### config.mk
export PLATFORM = sky130hd
export DESIGN_NAME = regpar_handler
export DESIGN_NICKNAME = d
export VERILOG_FILES = /design/src/verilog/regpar_pkg.sv /design/src/verilog/parity_if.sv /design/src/verilog/parity_tracker.sv /design/src/verilog/regpar_handler.sv
export SDC_FILE = /design/constraint.sdc
export NUM_CORES = 1
export LEC_CHECK = 0
export BUFFER_PORTS_ARGS = -buffer_cell sky130_fd_sc_hd__buf_2
export CELL_PAD_IN_SITES_DETAIL_PLACEMENT = 0
export CELL_PAD_IN_SITES_GLOBAL_PLACEMENT = 2
export CORE_ASPECT_RATIO = 1.1
export CORE_MARGIN = 1.5
export CORE_UTILIZATION = 35
export CTS_BUF_LIST = sky130_fd_sc_hd__clkbuf_16
export DETAILED_ROUTE_END_ITERATION = 8
export PLACE_DENSITY = 0.91
export SYNTH_ARGS = -nofsm -noshare
export SYNTH_HDL_FRONTEND = slang
export SYNTH_SLANG_ARGS = --single-unit
### constraint.sdc
create_clock -name core_clk_i -period 4.6 [get_ports core_clk_i]
set_input_delay 0.92 -clock core_clk_i [delete_from_list [all_inputs] [get_ports core_clk_i]]
set_output_delay 0.92 -clock core_clk_i [all_outputs]
set_load 0.1 [all_outputs]
### src/verilog/regpar_pkg.sv
// constants, register map and register attributes of the parity handler
package regpar_pkg;

  // bus geometry
  localparam int ADDR_W = 8;
  localparam int DATA_W = 32;

  // software register byte offsets
  localparam logic [7:0] OFF_CTRL   = 8'h00;
  localparam logic [7:0] OFF_STATUS = 8'h04;
  localparam logic [7:0] OFF_MASK   = 8'h08;
  localparam logic [7:0] OFF_PEND   = 8'h0C;

  // error_control_register fields and reset value
  localparam int CTRL_W               = 2;
  localparam int CTRL_URGENT_HANDLER  = 0;
  localparam int CTRL_WEAK_DETECT     = 1;
  localparam logic [1:0] CTRL_RESET   = 2'h0;

  // urgent_error_status_register layout (also the mask layout)
  localparam int ST_W         = 9;
  localparam int ST_INTEGER   = 0;
  localparam int ST_FLOAT     = 1;
  localparam int ST_PSTATE    = 2;
  localparam int ST_TSTATE    = 3;
  localparam int ST_CORE      = 4;
  localparam int ST_COMBINED  = 5;
  localparam int ST_ERR_STATE = 6;
  localparam int ST_INSTR     = 7;
  localparam int ST_AUTO      = 8;
  localparam int CLASS_W      = 6;
  localparam logic [8:0] ST_RESET = 9'h000;

  // AXI responses
  localparam logic [1:0] RESP_OKAY   = 2'h0;
  localparam logic [1:0] RESP_SLVERR = 2'h2;

  // protected register indices
  localparam int NREG = 22;
  localparam int IDX_W = 5;
  localparam logic [4:0] R_TICK      = 5'h11;
  localparam logic [4:0] R_TICK_CMP  = 5'h13;
  localparam logic [4:0] R_STICK     = 5'h14;
  localparam logic [4:0] R_STICK_CMP = 5'h15;

  // detect and correction attribute masks, bit n = register index n
  localparam logic [21:0] ACCESS_MASK = 22'h304E43;
  localparam logic [21:0] ALWAYS_MASK = 22'h05B09C;
  localparam logic [21:0] AUTO_MASK   = 22'h3A0000;
  localparam logic [21:0] TRAP_MASK   = 22'h0FA09C;
  localparam logic [21:0] RED_MASK    = 22'h000120;
  localparam logic [21:0] LEVEL_MASK  = 22'h3A0000;

  // tick registers
  localparam int CNT_W = 64;
  localparam int NCNT  = 4;
  localparam logic [63:0] TICK_FIX_VALUE = 64'h0000_8000_0000_0000;

  // status class bit for each protected register; none for 5'h05 and 5'h08
  function automatic logic [CLASS_W-1:0] class_of(input logic [4:0] idx);
    logic [CLASS_W-1:0] c;
    c = '0;
    unique case (idx)
      5'h00, 5'h0E, 5'h0F, 5'h10: c[ST_INTEGER] = 1'b1;
      5'h01, 5'h0D, 5'h12:        c[ST_FLOAT] = 1'b1;
      5'h09, 5'h0A, 5'h0B:        c[ST_TSTATE] = 1'b1;
      5'h11, 5'h13:               c[ST_CORE] = 1'b1;
      5'h14, 5'h15:               c[ST_COMBINED] = 1'b1;
      5'h05, 5'h08:               c = '0;
      default:                    c[ST_PSTATE] = 1'b1;
    endcase
    return c;
  endfunction

  // register index held by each tick counter slot
  function automatic logic [4:0] cnt_idx(input int k);
    logic [4:0] r;
    unique case (k)
      0:       r = R_TICK;
      1:       r = R_TICK_CMP;
      2:       r = R_STICK;
      default: r = R_STICK_CMP;
    endcase
    return r;
  endfunction

endpackage

### src/verilog/parity_if.sv
// link between the handler and its per-register error tracker
`timescale 1ns/10ps
interface parity_if #(parameter int N = 22);
  logic [N-1:0] upset;     // stored parity found bad (pulse or level)
  logic [N-1:0] full_wr;   // full write by an instruction
  logic [N-1:0] trap_wr;   // full write by the trap sequence
  logic [N-1:0] mark;      // error has been reported
  logic [N-1:0] err;       // error present
  logic [N-1:0] reported;  // error already reported

  modport tracker (input upset, full_wr, trap_wr, mark,
                   output err, reported);
  modport user (output upset, full_wr, trap_wr, mark,
                input err, reported);
endinterface

### src/verilog/parity_tracker.sv
// per-register parity error latches with write and trap correction
`timescale 1ns/10ps
module parity_tracker #(
  parameter int          N       = 22,
  parameter logic [21:0] LEVELS  = regpar_pkg::LEVEL_MASK,
  parameter logic [21:0] FIXABLE = regpar_pkg::TRAP_MASK
) (
  // clock and reset
  input wire logic core_clk_i,
  input wire logic rst_n_i,
  // tracker side of the link
  parity_if.tracker pif
);

  typedef struct packed {
    logic [N-1:0] lat;
    logic [N-1:0] rep;
  } trk_t;

  trk_t st_reg;
  trk_t st_next;

  // latched errors: set wins over any clear in the same cycle
  always_comb begin
    st_next = st_reg;
    for (int k = 0; k < N; k++) begin
      if (pif.full_wr[k]) begin
        st_next.lat[k] = 1'b0;
      end
      if (pif.trap_wr[k] && FIXABLE[k]) begin
        st_next.lat[k] = 1'b0;
      end
      if (pif.upset[k] && !LEVELS[k]) begin
        st_next.lat[k] = 1'b1;
      end
      if (pif.mark[k]) begin
        st_next.rep[k] = 1'b1;
      end
      if (!pif.err[k]) begin
        st_next.rep[k] = 1'b0;
      end
    end
  end

  always_ff @(posedge core_clk_i or negedge rst_n_i) begin
    if (!rst_n_i) begin
      st_reg <= '0;
    end else begin
      st_reg <= st_next;
    end
  end

  // counter entries report their live parity mismatch
  always_comb begin
    for (int k = 0; k < N; k++) begin
      pif.err[k] = LEVELS[k] ? pif.upset[k] : st_reg.lat[k];
    end
    pif.reported = st_reg.rep;
  end

endmodule

### src/verilog/regpar_handler.sv
// parity error detection, classification and correction for core state
//
// Chosen here: register access over AXI4-Lite and the address map.
`timescale 1ns/10ps
module regpar_handler (
  // clock and reset
  input  wire logic                      core_clk_i,
  input  wire logic                      rst_n_i,
  // AXI4-Lite write address and data
  input  wire logic [7:0]                s_axi_awaddr_i,
  input  wire logic                      s_axi_awvalid_i,
  output logic                           s_axi_awready_o,
  input  wire logic [31:0]               s_axi_wdata_i,
  input  wire logic [3:0]                s_axi_wstrb_i,
  input  wire logic                      s_axi_wvalid_i,
  output logic                           s_axi_wready_o,
  // AXI4-Lite write response
  output logic [1:0]                     s_axi_bresp_o,
  output logic                           s_axi_bvalid_o,
  input  wire logic                      s_axi_bready_i,
  // AXI4-Lite read
  input  wire logic [7:0]                s_axi_araddr_i,
  input  wire logic                      s_axi_arvalid_i,
  output logic                           s_axi_arready_o,
  output logic [31:0]                    s_axi_rdata_o,
  output logic [1:0]                     s_axi_rresp_o,
  output logic                           s_axi_rvalid_o,
  input  wire logic                      s_axi_rready_i,
  // instruction pipeline accesses
  input  wire logic                      access_valid_i,
  input  wire logic [4:0]                access_idx_i,
  input  wire logic                      write_valid_i,
  input  wire logic [4:0]                write_idx_i,
  input  wire logic                      write_full_i,
  input  wire logic [63:0]               write_data_i,
  // trap logic and core state
  input  wire logic                      async_data_error_trap_i,
  input  wire logic                      reset_error_debug_bit_i,
  input  wire logic                      suspended_i,
  input  wire logic [21:0]               parity_upset_i,
  // error reports
  output logic                           report_valid_o,
  output logic                           report_autonomous_o,
  output logic [5:0]                     report_class_o,
  output logic [4:0]                     report_reg_o,
  output logic                           error_state_o,
  output logic                           irq_o,
  // tick registers
  output logic [63:0]                    tick_o,
  output logic [63:0]                    tick_cmp_o,
  output logic [63:0]                    stick_o,
  output logic [63:0]                    stick_cmp_o
);

  localparam int N = regpar_pkg::NREG;

  typedef struct packed {
    logic                                   awready;
    logic                                   wready;
    logic                                   bvalid;
    logic [1:0]                             bresp;
    logic                                   arready;
    logic                                   rvalid;
    logic [1:0]                             rresp;
    logic [31:0]                            rdata;
    logic                                   aw_got;
    logic                                   w_got;
    logic [7:0]                             awaddr;
    logic [31:0]                            wdata;
    logic [3:0]                             wstrb;
    logic [1:0]                             ctrl;
    logic [8:0]                             status;
    logic [8:0]                             mask;
    logic                                   irq;
    logic [regpar_pkg::NCNT-1:0][63:0]      cnt;
    logic [regpar_pkg::NCNT-1:0]            par;
    logic                                   rep_valid;
    logic                                   rep_auto;
    logic [5:0]                             rep_class;
    logic [4:0]                             rep_reg;
    logic                                   err_state;
  } state_t;

  state_t st_reg;
  state_t st_next;

  parity_if #(.N(N)) pif ();

  // lowest set bit of a pending vector
  function automatic logic [4:0] first_set(input logic [21:0] v);
    logic [4:0] r;
    r = '0;
    for (int k = N - 1; k >= 0; k--) begin
      if (v[k]) begin
        r = k[4:0];
      end
    end
    return r;
  endfunction

  // mismatch between a counter value and its stored parity
  function automatic logic bad_par(input logic [63:0] v, input logic p);
    return (^v) ^ p;
  endfunction

  // only protected registers are tracked; others have no checker at all
  parity_tracker #(
    .N       (N),
    .LEVELS  (regpar_pkg::LEVEL_MASK),
    .FIXABLE (regpar_pkg::TRAP_MASK)
  ) u_tracker (
    .core_clk_i (core_clk_i),
    .rst_n_i    (rst_n_i),
    .pif        (pif)
  );

  // tracker inputs: upsets, instruction full writes, trap correction
  always_comb begin
    pif.upset   = parity_upset_i & ~regpar_pkg::LEVEL_MASK;
    pif.full_wr = '0;
    if (write_valid_i && write_full_i) begin
      pif.full_wr[write_idx_i] = 1'b1;
    end
    pif.trap_wr = async_data_error_trap_i ? regpar_pkg::TRAP_MASK
                                          : 22'h000000;
    for (int k = 0; k < regpar_pkg::NCNT; k++) begin
      pif.upset[regpar_pkg::cnt_idx(k)] =
        bad_par(st_reg.cnt[k], st_reg.par[k]);
    end
  end

  // detection, classification, counters and the software registers
  always_comb begin
    logic        auto_on;
    logic [21:0] cont_pend;
    logic [21:0] red_pend;
    logic [4:0]  pick;
    logic [4:0]  ci;
    logic [63:0] nv;
    logic        wr_hit;
    logic        rd_hit;
    logic [31:0] rword;
    st_next = st_reg;
    pif.mark = '0;
    auto_on = 1'b0;
    cont_pend = '0;
    red_pend = '0;
    pick = '0;
    ci = '0;
    nv = '0;
    wr_hit = 1'b0;
    rd_hit = 1'b0;
    rword = '0;

    // continuous checking of the autonomous counter registers gated by the error control flags
    auto_on = !st_reg.ctrl[regpar_pkg::CTRL_URGENT_HANDLER] &&
              !st_reg.ctrl[regpar_pkg::CTRL_WEAK_DETECT];
    cont_pend = pif.err & ~pif.reported &
                (regpar_pkg::ALWAYS_MASK |
                 (auto_on ? regpar_pkg::AUTO_MASK : 22'h000000));
    red_pend = reset_error_debug_bit_i ? 22'h000000
               : (pif.err & ~pif.reported & regpar_pkg::RED_MASK);

    // one report per cycle, instruction accesses first
    st_next.rep_valid = 1'b0;
    st_next.rep_auto = 1'b0;
    st_next.rep_class = '0;
    if (access_valid_i && regpar_pkg::ACCESS_MASK[access_idx_i] &&
        pif.err[access_idx_i]) begin
      st_next.rep_valid = 1'b1;
      st_next.rep_class = regpar_pkg::class_of(access_idx_i);
      st_next.rep_reg = access_idx_i;
      st_next.status[regpar_pkg::ST_INSTR] = 1'b1;
      pif.mark[access_idx_i] = 1'b1;
    end else if (|red_pend) begin
      pick = first_set(red_pend);
      st_next.err_state = 1'b1;
      st_next.rep_reg = pick;
      st_next.status[regpar_pkg::ST_ERR_STATE] = 1'b1;
      pif.mark[pick] = 1'b1;
    end else if (|cont_pend) begin
      pick = first_set(cont_pend);
      st_next.rep_reg = pick;
      pif.mark[pick] = 1'b1;
      if (regpar_pkg::AUTO_MASK[pick] && suspended_i) begin
        st_next.err_state = 1'b1;
        st_next.status[regpar_pkg::ST_ERR_STATE] = 1'b1;
      end else if (regpar_pkg::AUTO_MASK[pick]) begin
        st_next.rep_valid = 1'b1;
        st_next.rep_auto = 1'b1;
        st_next.rep_class = regpar_pkg::class_of(pick);
        st_next.status[regpar_pkg::ST_AUTO] = 1'b1;
      end else begin
        st_next.rep_valid = 1'b1;
        st_next.rep_class = regpar_pkg::class_of(pick);
        st_next.status[regpar_pkg::ST_INSTR] = 1'b1;
      end
    end

    // tick registers: count, write, trap correction, upset injection
    for (int k = 0; k < regpar_pkg::NCNT; k++) begin
      ci = regpar_pkg::cnt_idx(k);
      nv = st_reg.cnt[k];
      if (ci == regpar_pkg::R_TICK ||
          (ci == regpar_pkg::R_STICK &&
           !bad_par(st_reg.cnt[k], st_reg.par[k]))) begin
        nv = st_reg.cnt[k] + 64'h0000_0000_0000_0001;
      end
      // keep a bad parity bad across counting and partial writes
      st_next.par[k] = st_reg.par[k] ^ (^st_reg.cnt[k]) ^ (^nv);
      if (write_valid_i && write_idx_i == ci) begin
        if (write_full_i) begin
          nv = write_data_i;
          st_next.par[k] = ^write_data_i;
        end else begin
          nv = {st_reg.cnt[k][63:32], write_data_i[31:0]};
          st_next.par[k] = st_reg.par[k] ^ (^st_reg.cnt[k]) ^ (^nv);
        end
      end
      if (async_data_error_trap_i && regpar_pkg::TRAP_MASK[ci] &&
          bad_par(st_reg.cnt[k], st_reg.par[k])) begin
        nv = regpar_pkg::TICK_FIX_VALUE;
        st_next.par[k] = ^regpar_pkg::TICK_FIX_VALUE;
      end
      if (parity_upset_i[ci]) begin
        st_next.par[k] = ~st_next.par[k];
      end
      st_next.cnt[k] = nv;
    end

    // status class bits follow every report
    st_next.status[regpar_pkg::ST_COMBINED:regpar_pkg::ST_INTEGER] =
      st_next.status[regpar_pkg::ST_COMBINED:regpar_pkg::ST_INTEGER] |
      st_next.rep_class;

    // AXI write channel: address and data taken in either order
    if (s_axi_awvalid_i && st_reg.awready) begin
      st_next.aw_got = 1'b1;
      st_next.awaddr = s_axi_awaddr_i;
      st_next.awready = 1'b0;
    end
    if (s_axi_wvalid_i && st_reg.wready) begin
      st_next.w_got = 1'b1;
      st_next.wdata = s_axi_wdata_i;
      st_next.wstrb = s_axi_wstrb_i;
      st_next.wready = 1'b0;
    end
    if (st_reg.aw_got && st_reg.w_got && !st_reg.bvalid) begin
      wr_hit = 1'b1;
      st_next.aw_got = 1'b0;
      st_next.w_got = 1'b0;
      st_next.bvalid = 1'b1;
      st_next.bresp = regpar_pkg::RESP_OKAY;
      unique case ({st_reg.awaddr[7:2], 2'b00})
        regpar_pkg::OFF_CTRL: begin
          if (st_reg.wstrb[0]) begin
            st_next.ctrl = st_reg.wdata[1:0];
          end
        end
        regpar_pkg::OFF_STATUS: begin
          // write one to clear; a bit first set in this cycle stays set
          if (st_reg.wstrb[0]) begin
            st_next.status[7:0] = st_next.status[7:0] &
              ~(st_reg.wdata[7:0] & ~st_reg.status[7:0] | st_reg.wdata[7:0])
              | (st_next.status[7:0] & ~st_reg.status[7:0]);
          end
          if (st_reg.wstrb[1]) begin
            st_next.status[8] = (st_reg.status[8] & ~st_reg.wdata[8]) |
                                (st_next.status[8] & ~st_reg.status[8]);
          end
        end
        regpar_pkg::OFF_MASK: begin
          if (st_reg.wstrb[0]) begin
            st_next.mask[7:0] = st_reg.wdata[7:0];
          end
          if (st_reg.wstrb[1]) begin
            st_next.mask[8] = st_reg.wdata[8];
          end
        end
        regpar_pkg::OFF_PEND: st_next.bresp = regpar_pkg::RESP_OKAY;
        default: st_next.bresp = regpar_pkg::RESP_SLVERR;
      endcase
    end
    if (st_reg.bvalid && s_axi_bready_i) begin
      st_next.bvalid = 1'b0;
      st_next.awready = 1'b1;
      st_next.wready = 1'b1;
    end

    // AXI read channel: one read at a time, answer one cycle later
    if (s_axi_arvalid_i && st_reg.arready) begin
      rd_hit = 1'b1;
      st_next.arready = 1'b0;
      st_next.rvalid = 1'b1;
      st_next.rresp = regpar_pkg::RESP_OKAY;
      unique case ({s_axi_araddr_i[7:2], 2'b00})
        regpar_pkg::OFF_CTRL:   rword = {30'h0, st_reg.ctrl};
        regpar_pkg::OFF_STATUS: rword = {23'h0, st_reg.status};
        regpar_pkg::OFF_MASK:   rword = {23'h0, st_reg.mask};
        regpar_pkg::OFF_PEND:   rword = {10'h000, pif.err};
        default: begin
          rword = 32'h0000_0000;
          st_next.rresp = regpar_pkg::RESP_SLVERR;
        end
      endcase
      st_next.rdata = rword;
    end
    if (st_reg.rvalid && s_axi_rready_i) begin
      st_next.rvalid = 1'b0;
      st_next.arready = 1'b1;
    end

    // level interrupt from unmasked sticky status
    st_next.irq = |(st_next.status & st_next.mask);
  end

  always_ff @(posedge core_clk_i or negedge rst_n_i) begin
    if (!rst_n_i) begin
      st_reg <= '0;
      st_reg.awready <= 1'b1;
      st_reg.wready <= 1'b1;
      st_reg.arready <= 1'b1;
      st_reg.ctrl <= regpar_pkg::CTRL_RESET;
      st_reg.status <= regpar_pkg::ST_RESET;
    end else begin
      st_reg <= st_next;
    end
  end

  // outputs straight from the state register
  assign s_axi_awready_o     = st_reg.awready;
  assign s_axi_wready_o      = st_reg.wready;
  assign s_axi_bvalid_o      = st_reg.bvalid;
  assign s_axi_bresp_o       = st_reg.bresp;
  assign s_axi_arready_o     = st_reg.arready;
  assign s_axi_rvalid_o      = st_reg.rvalid;
  assign s_axi_rresp_o       = st_reg.rresp;
  assign s_axi_rdata_o       = st_reg.rdata;
  assign report_valid_o      = st_reg.rep_valid;
  assign report_autonomous_o = st_reg.rep_auto;
  assign report_class_o      = st_reg.rep_class;
  assign report_reg_o        = st_reg.rep_reg;
  assign error_state_o       = st_reg.err_state;
  assign irq_o               = st_reg.irq;
  assign tick_o              = st_reg.cnt[0];
  assign tick_cmp_o          = st_reg.cnt[1];
  assign stick_o             = st_reg.cnt[2];
  assign stick_cmp_o         = st_reg.cnt[3];

endmodule

After elaboration in Yosys (flattened, before gate mapping). Memories as Yosys holds them, arrays and structs flattened. Cells that the tools add are included.

Register bits after elaboration: 397. Memory bits (read-only): 64. Bits of input ports: 161. Memories kept: 2.

Memory list: (no name shown) (depth 32, width 1, rd ports 1, clocked after memory_dff 0, write ports 0, line regpar_handler.sv:188) `end else if (regpar_pkg::AUTO_MASK[pick]) begin`; (no name shown) (depth 32, width 1, rd ports 1, clocked after memory_dff 0, write ports 0, line regpar_handler.sv:168) `if (access_valid_i && regpar_pkg::ACCESS_MASK[access_idx_i] &&`.

Add/subtract/negate cells: 2. Order comparisons: 8. Eq/ne operators: 64. Multiplexer cells: 227. Bitwise logic cells: 34. Reductions and logical operators: 90.

Operators with widths (number): $reduce_xor 64->1 (11); $mux 64 (7); $mux 5 (49); $mux 1 (138); $add 64x1->64 const B (2); $mux 22 (4); $pmux 22 s4 (1); $eq 5x5->1 const B (16); $eq 5x4->1 const B (14); $ne 2x2->1 const B (23); $and 22x22->22 (2); $reduce_or 22->1 (2); $reduce_bool 2->1 (20); $mux 19 (2); $mux 36 (1); $mux 8 (4); $reduce_or 16->1 (2); $mux 9 (3); $reduce_bool 3->1 (9); $and 8x8->8 (3); $eq 6x2->1 const B (4); $lt 5x6->1 const B (4); $logic_and 1x1->1 (22); $not 22->22 (1); other kinds (30) (81).

Depth between registers and ports, before layout.
Depth in word-level cells: 44. Gate-level depth with buffers: 16. Gate-level depth less buffers: 15.

By module. Synthesis repeated with hierarchy kept, for this count alone.

Cells, all modules: 2771. Area total of the unflattened synthesis: 25444.4 sq um.

By module, submodules not included: regpar_handler (instances 1, cells each 2669, area an instance 24045.6 sq um, seq. area each 8587.0 sq um); parity_tracker (instances 1, cells each 102, area an instance 1398.8 sq um, seq. area each 1001.0 sq um).

Worst setup path before layout. No wires, ideal clock.

Path type: reg-to-reg. From: register st_reg (netlist bit stick_o[0]). To: register st_reg[16] in the netlist's numbering. Setup time: 80 ps. Arrival time: 3961 ps. Required time: 4520 ps. Slack: 559 ps. Cell stages (with the launch flop): 17. Buffers on the path: 1. Cells stage by stage: dfrtp_1 ha_1 xnor2_1 xnor2_1 xnor3_2 xnor2_4 xor2_4 nor3_2 and4_1 buf_6 and4_4 and4_4 and3_4 o21ai_1 xnor3_1 o21ai_2 xnor2_1.

RTL lines: start, declared (line regpar_handler.sv:84) `state_t st_reg;`; start signal, assigned (line regpar_handler.sv:326) `st_reg <= st_next;`.

==> reports/qor.log <==
qor: floorplanning.fp-row-count 103
qor: synth.postSynthCellCount 2719
qor: setup_path.critical_path_destination irq_o
qor: timing.relSlewSlack 25.9%
qor: setup_path.worstSetupStartpointType register
qor: clock_network.post_cts.repair.setup_buffers 0
qor: synth.synth_enable_flop_cells 0
qor: setup_path.reg2reg_from stick_o[26]
qor: clock_network.numCtsBuffers 46
qor: setup_path.worst_path_dominant_cell_family compound AO/OA/AOI/OAI gates
qor: placed_design.numPortBuffers 431
qor: clock_network.cts.reportedPaths.clkPinSlew 60 ps
qor: synth.synth_async_sr_flop_share 100%
qor: timing.achievable-frequency 226 MHz
qor: setup_path.crit_fanout 5
qor: synth.synth_top_cell_area_share 37.0%
qor: synth.synth.most_common_cell sky130_fd_sc_hd__dfrtp_1
qor: synth.mappedNetlistArea 25200 µm²
qor: detailed_routing.firstDrtPassIters 7
qor: detailed_routing.post_drt_wl_per_cell 22.8 µm
qor: clock_network.post_cts_hold_fix_bufs 0
qor: timing.rsz0062_at_grt no
qor: setup_path.worstSetupPathType register to register
qor: timing.drv_slew 0
qor: synth.ys_top_cells_by_area sky130_fd_sc_hd__dfrtp_1 (37%), sky130_fd_sc_hd__xnor2_1 (13%), sky130_fd_sc_hd__buf_4 (9.0%)
qor: clock_network.cts_root_buf sky130_fd_sc_hd__clkbuf_16
qor: floorplanning.die_w 259 µm
qor: timing.clock_skew 31.5 ps
qor: clock_network.cts.htree.levels 2
qor: clock_network.clk_latency 600 ps
qor: min_path.hold_path_class input port to async pin
qor: setup_path.critical_path_required 5050 ps
qor: setup_path.reg2reg_setup_slack 180 ps
qor: clock_network.clk_path_buf_depth 3
qor: clock_network.clock_tree_from_tritoncts yes
qor: layout.diodes 0
qor: synth.postSynth.topFlopCell sky130_fd_sc_hd__dfrtp_1
qor: floorplanning.core_area 71500 µm²
qor: detailed_routing.detailedRoute.firstIterationViolations 1442
qor: detailed_routing.wl 90000 µm
qor: detailed_routing.residual_drc 0
qor: layout.num-nets-final 3193
qor: setup_path.timing.critical_path.depth 15
qor: outcome.run_status finished, final reports clean
qor: timing.final.min_clock_period 4420 ps
qor: timing.setup_viol_count_final 0
qor: timing.hold_viol_final 0
qor: synth.seq_area_frac_synth 37.3%
qor: global_route.overflow 0
qor: floorplanning.start_util 35.2%
qor: setup_path.crit_path_max_delay_cell_type sky130_fd_sc_hd__xnor3_2
qor: global_route.first_global_vias 19600
qor: layout.p_r_area_growth_vs_syn 13.6%
qor: timing.timing.final.crit_share 96.0%
qor: floorplanning.io-pin-count 473
qor: synth.post_synthesis_mean_instance_area 9.27 µm²
qor: placed_design.gp_congestion 0.928
qor: global_route.grt_start_max_net_pins 94
qor: detailed_routing.num_vias 20100
qor: setup_path.startpoint stick_o[26]
qor: run.max_cap_violations 0
qor: setup_path.endpoint_kind register
qor: synth.ys_ff_latch 376
qor: timing.setup_tns 0 ps
qor: setup_path.arrival 4870 ps
qor: timing.worstMarginPinSlew 1110 ps
qor: setup_path.rr_worst_depth 15
qor: global_route.grt_use_total 24.0%
qor: setup_path.critPathBufInv 1
qor: synth.yosys_warnings 0
qor: clock_network.cts.repair.resized 0
qor: setup_path.crit_chain ha_1, xor2_1, xnor2_1, xnor3_2, xnor2_4, xnor2_4, buf_4, o21ai_1, a311oi_2, nor2_1, and3_1, o31a_1, a221oi_2, o311ai_1, a2111o_1
qor: global_route.grt_first_pass_wirelength 132000 µm
qor: setup_path.delay_contributed_by_the_slowest_stage_of_the_critical_path 520 ps
qor: setup_path.timing.rr.end irq_o
qor: placed_design.place.detailed.hpwl 67800 µm
qor: global_route.antenna_found_initial 0
qor: floorplanning.die_h 284 µm
qor: synth.netlist-cell-type-count 90
qor: synth.yosys-top-cells-count sky130_fd_sc_hd__dfrtp_1 (373), sky130_fd_sc_hd__xnor2_1 (367), sky130_fd_sc_hd__nand2_1 (346)
qor: floorplanning.dieArea 73600 µm²
qor: synth.cell_type_contributing_the_most_total_cell_area_after_synthesis sky130_fd_sc_hd__dfrtp_1
qor: clock_network.clock_sink_count 376
qor: setup_path.crit_top_cell sky130_fd_sc_hd__xnor2_4
qor: layout.layout-drive-gt1-share 26.9%
qor: detailed_routing.postRouteAntennaNets 0
qor: detailed_routing.routed_via_density 5.08
[final cells by class]
cell class / instances / area (µm²)
Timing Repair Buffer: 590 / 3420
Inverter: 30 / 113
Multi-Input combinational cell: 1926 / 13100
Clock inverter: 36 / 215
Clock buffer: 46 / 1150
Fill cell: 7197 / 42900
Tap cell: 945 / 1180
Sequential cell: 376 / 9410
[worst reg2reg max path, delay by kind of cell, from the launching register on]
family | cells | cell delay (ps)
simple gates | 2 | 380
flops | 1 | 380
fa+ha+maj | 1 | 300
buf+inv | 1 | 230
xor+xnor | 5 | 1490
compound gates | 6 | 1490
[worst min-delay path by stage]
stage | endpoint | slack, ps | depth (start not counted)
2_1_floorplan | report_reg_o[3] | 450 | 2
3_3_place_gp | u_tracker.pif.reported[12] | 460 | 1
3_5_place_dp | s_axi_rdata_o[8] | 470 | 2
4_1_cts | st_reg[340] | 410 | 1
5_1_grt | st_reg[340] | 420 | 1
6_report | st_reg[340] | 380 | 1
[kinds of logic (layout without fill, tap and decap cells)]
group	count (synthesis)	count (layout)	synth area share, %
multiplexers	117	117	5.30
buffers and inverters	428	702	10.9
AO/OA/AOI/OAI	463	463	11.5
flip-flops	376	376	37.3
other	1	12	0.0149
XOR/XNOR	469	469	17.2
AND/OR/NAND/NOR	803	803	14.6
adder cells (fa/ha/maj)	62	62	3.08
[routing by layer]
metal / wire [µm] / GRT usage, %
met4: 2660 / 7.11
met1: 37200 / 30.8
met2: 44400 / 41.0
met3: 5790 / 4.35
met5: 0 / 0
[cell usage in the layout, fill, tap and decap left out, types with 16 or more instances in the layout]
cell | netlist | final
sky130_fd_sc_hd__a21oi_1 | 164 | 164
sky130_fd_sc_hd__nor3_1 | 48 | 46
sky130_fd_sc_hd__inv_1 | 29 | 43
sky130_fd_sc_hd__a22oi_1 | 17 | 17
sky130_fd_sc_hd__clkbuf_16 | 0 | 46
sky130_fd_sc_hd__buf_4 | 303 | 154
sky130_fd_sc_hd__nand2b_1 | 17 | 17
sky130_fd_sc_hd__ha_1 | 62 | 62
sky130_fd_sc_hd__o21ai_0 | 114 | 114
sky130_fd_sc_hd__mux2_2 | 101 | 101
sky130_fd_sc_hd__a211oi_1 | 49 | 49
sky130_fd_sc_hd__xor2_1 | 85 | 85
sky130_fd_sc_hd__buf_2 | 1 | 430
sky130_fd_sc_hd__dfrtp_1 | 373 | 373
sky130_fd_sc_hd__nand4_1 | 21 | 21
sky130_fd_sc_hd__nor2_1 | 190 | 186
sky130_fd_sc_hd__nor2b_1 | 26 | 26
sky130_fd_sc_hd__and3_1 | 16 | 16
sky130_fd_sc_hd__xnor2_1 | 367 | 366
sky130_fd_sc_hd__nand2_1 | 346 | 346
sky130_fd_sc_hd__nand3_1 | 61 | 61
[through the flow]
stage	hold WS [ps]	utilization, %	instances	cell area [µm²]	setup WS [ps]
2_1_floorplan	448	-	2730	25300	559
3_3_place_gp	464	38.1	3867	27200	178
3_5_place_dp	469	38.1	3867	27200	114
4_1_cts	406	40.0	3949	28600	82.8
5_1_grt	422	40.0	3949	28600	5.35
6_report	383	40.0	3949	28600	185
Power is not shown: default switching activity piles up to over one toggle a cycle in this logic, so the estimate is an artifact.
